<file path="config.mk">
export PLATFORM = sky130hd
export DESIGN_NAME = dad_decoder
export DESIGN_NICKNAME = d
export VERILOG_FILES = /design/src/design/dad_pkg.sv /design/src/design/dad_tgt_if.sv /design/src/design/dad_bank.sv /design/src/design/dad_decoder.sv
export SDC_FILE = /design/constraint.sdc
export NUM_CORES = 2
export LEC_CHECK = 0
export BUFFER_PORTS_ARGS = -buffer_cell sky130_fd_sc_hd__buf_2
export CAP_MARGIN = 10
export CORE_ASPECT_RATIO = 0.75
export CORE_MARGIN = 2
export CORE_UTILIZATION = 55
export DETAILED_ROUTE_END_ITERATION = 16
export PLACE_DENSITY = 0.68
export SYNTH_ARGS = -nofsm -noshare
export SYNTH_HDL_FRONTEND = slang
export SYNTH_HIERARCHICAL = 1
export SYNTH_SLANG_ARGS = --single-unit
</file>
<file path="constraint.sdc">
create_clock -name mclk -period 5.73 [get_ports mclk]
set_input_delay 1.719 -clock mclk [delete_from_list [all_inputs] [get_ports mclk]]
set_output_delay 1.719 -clock mclk [all_outputs]
set_load 0.1 [all_outputs]
</file>
<file path="src/design/dad_pkg.sv">
// Purpose: Shared constants for the debug port address decoder
// Assumes: Word addressed debug port, address bits 16 to 2
// Notes: Region codes are address bits 16 to 12
package dad_pkg;
  // ************************************************************
  // Widths
  // ************************************************************
  localparam int ADDR_HI = 16;           // Top word address bit
  localparam int ADDR_LO = 2;            // Lowest word address bit
  localparam int REG_LO = 12;            // Lowest region bit
  localparam int DATA_W = 32;            // Data width
  localparam int REGION_W = 5;           // Region code width
  localparam int OFFS_W = 10;            // Word offset inside region
  localparam int NUM_TGT = 9;            // Region targets
  // ************************************************************
  // Region codes
  // ************************************************************
  localparam logic [4:0] RG_ROM = 5'h00;     // ROM table
  localparam logic [4:0] RG_DBG0 = 5'h10;    // Core 0 debug
  localparam logic [4:0] RG_PMU0 = 5'h11;    // Core 0 perf monitor
  localparam logic [4:0] RG_DBG1 = 5'h12;    // Core 1 debug
  localparam logic [4:0] RG_PMU1 = 5'h13;    // Core 1 perf monitor
  localparam logic [4:0] RG_XTR0 = 5'h18;    // Cross trigger 0
  localparam logic [4:0] RG_XTR1 = 5'h19;    // Cross trigger 1
  localparam logic [4:0] RG_TRC0 = 5'h1C;    // Trace cell 0
  localparam logic [4:0] RG_TRC1 = 5'h1D;    // Trace cell 1
  // ************************************************************
  // Target indices
  // ************************************************************
  localparam int T_ROM = 0;
  localparam int T_DBG0 = 1;
  localparam int T_PMU0 = 2;
  localparam int T_DBG1 = 3;
  localparam int T_PMU1 = 4;
  localparam int T_XTR0 = 5;
  localparam int T_XTR1 = 6;
  localparam int T_TRC0 = 7;
  localparam int T_TRC1 = 8;
  localparam logic [31:0] ZERO_WORD = 32'h0000_0000; // Idle read data
  // Transfer states, one bit flips per step except DONE back to IDLE
  typedef enum logic [1:0] {
    DAD_IDLE = 2'b00,
    DAD_WAIT = 2'b01,
    DAD_DONE = 2'b11
  } dad_state_type;
endpackage : dad_pkg

</file>
<file path="src/design/dad_tgt_if.sv">
// Purpose: Carrier from the decoder to the target register bank
// Assumes: One clock, one target access at a time
// Notes: Request is a one cycle strobe, answer comes next cycle
`timescale 1ns/100ps
`default_nettype none
interface dad_tgt_if;
  logic req;                               // Access strobe
  logic wr;                                // Write when high
  logic [3:0] tgt;                         // Target index
  logic [dad_pkg::OFFS_W-1:0] offs;        // Word offset
  logic [dad_pkg::DATA_W-1:0] wdata;       // Write data
  logic [dad_pkg::DATA_W-1:0] rdata;       // Read data
  logic refuse;                            // Write refused
  modport dec (output req, wr, tgt, offs, wdata, input rdata, refuse);
  modport bank (input req, wr, tgt, offs, wdata, output rdata, refuse);
endinterface : dad_tgt_if
`default_nettype wire

</file>
<file path="src/design/dad_bank.sv">
// Purpose: Small word store standing for each debug region
// Assumes: Requests come from the decoder only
// Notes: Writes blocked when not permitted
`timescale 1ns/100ps
`default_nettype none
module dad_bank #(
  parameter int DEPTH = 4
) (
  input wire logic mclk,
  input wire logic srst,
  input wire logic wr_block,
  dad_tgt_if.bank tb
);
  localparam int AW = $clog2(DEPTH);
  // Storage, one row of DEPTH words per target
  logic [dad_pkg::DATA_W-1:0] mem_q [dad_pkg::NUM_TGT][DEPTH];
  logic [dad_pkg::DATA_W-1:0] rd_q, rd_d;
  logic ref_q, ref_d;
  logic [AW-1:0] idx;
  // ************************************************************
  // Answer logic
  // ************************************************************
  assign idx = tb.offs[AW-1:0];
  // Next answer
  always_comb begin
    rd_d = rd_q;
    ref_d = 1'b0;
    if (tb.req) begin
      rd_d = tb.wr ? dad_pkg::ZERO_WORD : mem_q[tb.tgt][idx];
      ref_d = tb.wr & wr_block;
    end
  end
  // Register answer and store writes
  always_ff @(posedge mclk) begin
    if (srst) begin
      rd_q <= dad_pkg::ZERO_WORD;
      ref_q <= 1'b0;
      for (int t = 0; t < dad_pkg::NUM_TGT; t++) begin
        for (int w = 0; w < DEPTH; w++) begin
          mem_q[t][w] <= dad_pkg::ZERO_WORD;
        end
      end
    end else begin
      rd_q <= rd_d;
      ref_q <= ref_d;
      if (tb.req && tb.wr && !wr_block) begin
        mem_q[tb.tgt][idx] <= tb.wdata;
      end
    end
  end
  assign tb.rdata = rd_q;
  assign tb.refuse = ref_q;
endmodule : dad_bank
`default_nettype wire

</file>
<file path="src/design/dad_decoder.sv">
// Purpose: Debug port slave that decodes regions and answers transfers
// Assumes: Requester follows the two phase port protocol
// Notes: Every access takes one wait cycle, answer in the third cycle
`timescale 1ns/100ps
`default_nettype none
module dad_decoder #(
  parameter bit HAS_CORE1 = 1'b1,
  parameter bit HAS_TRC1 = 1'b1,
  parameter int BANK_DEPTH = 4
) (
  input wire logic mclk,
  input wire logic srst,
  input wire logic dbg_port_select,
  input wire logic dbg_access_phase,
  input wire logic dbg_write_not_read,
  input wire logic [dad_pkg::ADDR_HI:dad_pkg::ADDR_LO] dbg_word_addr,
  input wire logic dbg_external_flag,
  input wire logic [dad_pkg::DATA_W-1:0] dbg_write_bus,
  input wire logic sw_debug_permit,
  output logic [dad_pkg::DATA_W-1:0] dbg_read_bus,
  output logic dbg_slave_ready,
  output logic dbg_slave_error
);
  dad_tgt_if tif ();
  // ************************************************************
  // Region decode
  // ************************************************************
  // Map region code to target, valid low when reserved
  function automatic logic [4:0] decode(input logic [4:0] rg);
    logic [4:0] r;
    r = 5'h00;
    case (rg)
      dad_pkg::RG_ROM: r = {1'b1, 4'(dad_pkg::T_ROM)};
      dad_pkg::RG_DBG0: r = {1'b1, 4'(dad_pkg::T_DBG0)};
      dad_pkg::RG_PMU0: r = {1'b1, 4'(dad_pkg::T_PMU0)};
      dad_pkg::RG_DBG1: r = {HAS_CORE1, 4'(dad_pkg::T_DBG1)};
      dad_pkg::RG_PMU1: r = {HAS_CORE1, 4'(dad_pkg::T_PMU1)};
      dad_pkg::RG_XTR0: r = {1'b1, 4'(dad_pkg::T_XTR0)};
      dad_pkg::RG_XTR1: r = {HAS_CORE1, 4'(dad_pkg::T_XTR1)};
      dad_pkg::RG_TRC0: r = {1'b1, 4'(dad_pkg::T_TRC0)};
      dad_pkg::RG_TRC1: r = {HAS_TRC1, 4'(dad_pkg::T_TRC1)};
      default: r = 5'h00;  // Reserved
    endcase
    return r;
  endfunction : decode

  logic [4:0] dec;
  logic [dad_pkg::REGION_W-1:0] region;
  assign region = dbg_word_addr[dad_pkg::ADDR_HI:dad_pkg::REG_LO];
  assign dec = decode(region);

  // ************************************************************
  // Transfer sequencer
  // ************************************************************
  dad_pkg::dad_state_type st_q, st_d;
  logic bad_q, bad_d;                      // Reserved region hit
  logic [dad_pkg::DATA_W-1:0] rd_q, rd_d;  // Read bus register
  logic rdy_q, rdy_d;                      // Ready register
  logic err_q, err_d;                      // Error register
  logic start;                             // Setup phase seen
  logic wr_block;                          // Debug write refused

  assign start = dbg_port_select & ~dbg_access_phase;
  assign wr_block = ~sw_debug_permit & ~dbg_external_flag;

  // Next state and outputs
  always_comb begin
    st_d = st_q;
    bad_d = bad_q;
    rd_d = rd_q;
    rdy_d = 1'b0;
    err_d = 1'b0;
    tif.req = 1'b0;
    case (st_q)
      dad_pkg::DAD_IDLE: begin
        if (start) begin
          st_d = dad_pkg::DAD_WAIT;
          bad_d = ~dec[4];
          tif.req = dec[4];
        end
      end
      dad_pkg::DAD_WAIT: begin
        st_d = dad_pkg::DAD_DONE;
        rdy_d = 1'b1;
        err_d = bad_q | tif.refuse;
        rd_d = (bad_q | dbg_write_not_read) ? dad_pkg::ZERO_WORD : tif.rdata;
      end
      dad_pkg::DAD_DONE: begin
        st_d = dad_pkg::DAD_IDLE;
        rd_d = dad_pkg::ZERO_WORD;
      end
      default: st_d = dad_pkg::DAD_IDLE;
    endcase
  end

  // Register sequencer state
  always_ff @(posedge mclk) begin
    if (srst) begin
      st_q <= dad_pkg::DAD_IDLE;
      bad_q <= 1'b0;
      rd_q <= dad_pkg::ZERO_WORD;
      rdy_q <= 1'b0;
      err_q <= 1'b0;
    end else begin
      st_q <= st_d;
      bad_q <= bad_d;
      rd_q <= rd_d;
      rdy_q <= rdy_d;
      err_q <= err_d;
    end
  end

  // ************************************************************
  // Target request and port outputs
  // ************************************************************
  assign tif.wr = dbg_write_not_read;
  assign tif.tgt = dec[3:0];
  assign tif.offs = dbg_word_addr[dad_pkg::REG_LO-1:dad_pkg::ADDR_LO];
  assign tif.wdata = dbg_write_bus;
  assign dbg_read_bus = rd_q;
  assign dbg_slave_ready = rdy_q;
  assign dbg_slave_error = err_q;

  // ************************************************************
  // Target bank
  // ************************************************************
  dad_bank #(.DEPTH(BANK_DEPTH)) u_bank (
    .mclk(mclk),
    .srst(srst),
    .wr_block(wr_block),
    .tb(tif.bank)
  );

  logic take;                              // Setup phase taken at this edge
  assign take = start & (st_q == dad_pkg::DAD_IDLE);
endmodule : dad_decoder
`default_nettype wire

</file>
==> flow_summary.toml <==
[min_path]
hold_path.class = "reg -> reg"

[timing]
worst_pin_slew_ns = 1.23
fmax_mhz = 210
rsz0062_at_grt = "false"
fin_worst_skew_ns = 0.0325
fin_crit_sh_pct = 83.1
report.final.slew_viol_count = 0
max_slew_margin_pct = 17.8
hold_viol = 0
fin_setup_tns_ns = 0
setup_viol = 0
layout_min_cycle_time_ns = 4.76

[yosys]
synth_area_um2 = 86900
yosysWarningCount = 6
synth-edff-count = 2048
ys_ff_latch = 2118
synth_top_area_cell = "edfxtp_1"
netlist_instances = 5163
synth_area_leaders = "edfxtp_1 71%, mux4_2 11%, nor2_1 3.8%"
async_reset_ff_share_pct = 0
synth_cell_types = 55
synth_top_flop_cell = "edfxtp_1"
synth.most_common_cell = "edfxtp_1"
synthTopCellsByCount = "2,048 x edfxtp_1, 875 x nor2_1, 412 x mux4_2"
yosysSeqAreaShare_pct = 72.4
netlist.area_leader.share_pct = 70.8
synth_nets = 5220
avgSynthCellArea_um2 = 16.8

[clocking]
ctsHtreeMaxLevel = 4
hold_buffers = 0
cts_buffer_depth = 3
tritoncts = "done"
post-cts-setup-buffers = 0
cts_sinks = 2118
cts_buffers = 193
clkTransAtPathRegs_ns = 0.06
ctsResizeCount = 0
cts_root_buf = "clkbuf_16"
insertion_delay_ns = 0.84

[worst_setup_path]
crit_chain = "buf_2 > inv_1 > ha_1 > o21ai_0 > a21oi_1 > nor4bb_4 > buf_4 > buf_4 > a21boi_0 > nor2_2 > or2_2 > buf_4"
arrival_ns = 5.29
critPathKind = "in -> reg"
worstSetupEndpointType = "flop"
critPathMostFrequentCell = "buf_4"
cp_max_fo = 24
path_delay_family = "compound AO/OA/AOI/OAI gates"
crit_required_ns = 6.25
critPathMaxStageDelay_ns = 0.66
worst_path_max_delay_cell = "a21boi_0"
crit_buf_inv = 5
start_kind = "input port"

[grt]
grt_overflow_total = 0
grt_pass1_vias = 47500
grt_max_degree = 72
grt_pass1_wl_um = 331000
antenna_found_initial = 15
grtUsageTotal_pct = 28.5

[floorplan]
die_x_um = 463
io_pins = 88
die_area_um2 = 161000
start_util_pct = 55.3
rows = 126
design.core.area_um2 = 157000
dieHeight_um = 348

[power]
sw_frac_of_total_pct = 20.9
total_leakage_power_nw = 34.0
internal_power_mw = 24.8
p_clk_share_pct = 40.3
p_comb_share_pct = 4.8
powerDensity_nw_per_um2 = 321
ir_drop_mv = 0.391
p_sw_mw = 6.58
pwr-share-seq_pct = 54.9

[route]
wirelength_um = 230000
num_vias = 48300
dr_wl_met2_um = 105000
drc_errors = 0
drt_iter0_markers = 6854
viasPerCell = 6.34
wl_per_cell_um = 30.2
drt_pass1_iterations = 5
top_layer = "met5"
wl_met3_um = 25300
wl_met1_um = 91600
ant_nets = 0

[place]
io_buffers = 79
detailed_place_hpwl_um = 144000
gp_congestion = 0.863
dpl_cell_area_um2 = 91600

[finish]
fillers = 11100
stdcell_area_um2 = 97800
area_delta_synth_final_pct = 12.5
seq_area_um2 = 62900
nNetsFinal = 5395
drive_above_1_share_pct = 22.2
multi_input_area_um2 = 22400

[run]
maxCapViolCount = 0

[status]
status = "completed"
[cell families (layout without fill, tap and decap cells)]
family          after synthesis  count (layout)  synth area share (%)
flops                      2118            2118                  72.4
mux                         691             691                  14.0
buf+inv                     453             790                  2.36
compound gates              390             390                  3.14
fa+ha+maj                     3               3                0.0432
simple gates               1508            1508                  8.13
other cells                   0               3                     0
[routing by layer]
layer  GRT usage, %  up-vias
met3           6.20      355
met5              0        -
met4           8.94       10
met1           41.8    25100
met2           43.3     2629
li1               -    20200
[power by group through the flow]
stage / sequential [mW] / clock [mW] / combinational, mW
3_3_place_gp: 17.6 / 0 / 1.48
4_1_cts: 17.3 / 12.8 / 1.50
5_1_grt: 17.3 / 13.4 / 1.56
6_report: 17.3 / 12.7 / 1.49
3_5_place_dp: 17.6 / 0 / 1.49
2_1_floorplan: 17.6 / 0 / 0.936
[sequential cells by signal, indices dropped and copies added (netlist names)]
signal	cells
dbg_slave_error	1
dbg_read_bus	32
dbg_slave_ready	1
st_q	2
bad_q	1
u_bank/tb.refuse	1
u_bank/mem_q	2048
u_bank/tb.rdata	32
[cell usage in the layout (no fill, tap or decap), drive strengths merged, types with 5 or more instances in the layout]
| cell | count |
|---|---|
| a211oi | 32 |
| a21o | 5 |
| a21oi | 92 |
| a221oi | 29 |
| a22o | 31 |
| a22oi | 133 |
| and2 | 295 |
| and2b | 11 |
| and3 | 30 |
| buf | 398 |
| bufinv | 13 |
| clkbuf | 253 |
| clkinv | 84 |
| dfxtp | 70 |
| edfxtp | 2048 |
| inv | 39 |
| mux2 | 46 |
| mux2i | 233 |
| mux4 | 412 |
| nand2 | 132 |
| nand2b | 29 |
| nand3 | 8 |
| nor2 | 876 |
| nor2b | 35 |
| nor3 | 10 |
| nor4b | 29 |
| o22ai | 52 |
| or2 | 11 |
| or3 | 23 |
| or4 | 6 |
[area by class of cell]
| class | count | area share, % |
|---|---|---|
| sequential | 2118 | 64.3 |
| multi-input combinational | 2592 | 22.9 |
| clock buffer | 253 | 5.45 |
| timing repair buffer | 398 | 3.62 |
| tap | 2112 | 2.70 |
| clock inverter | 104 | 0.838 |
| inverter | 35 | 0.134 |
| antenna | 3 | 0.00768 |
[through the flow]
| stage | std cells | worst slack, ns | utilization (%) | total power, mW | hold slack [ns] |
|---|---|---|---|---|---|
| after floorplan | 5163 | 0.309 | - | 18.5 | 0.405 |
| after global placement | 7255 | 0.302 | 58.3 | 19.0 | 0.417 |
| final | 7615 | 0.967 | 62.2 | 31.4 | 0.449 |
| after detailed placement | 7255 | 0.243 | 58.3 | 19.1 | 0.434 |
| after CTS | 7612 | 1.12 | 62.2 | 31.6 | 0.452 |
| after global routing | 7613 | 0.920 | 62.2 | 32.2 | 0.467 |
[final timing paths]
path / start / to / slack (ns) / cells after the start
min reg2reg: u_bank/tb.refuse / dbg_slave_error / 0.45 / 1
min: u_bank/tb.refuse / dbg_slave_error / 0.45 / 1
max: dbg_word_addr[13] / u_bank/mem_q[8][102] / 0.97 / 12
max reg2reg: st_q[1] / u_bank/mem_q[8][102] / 1.70 / 9
Power figures use the tool's default switching activity.
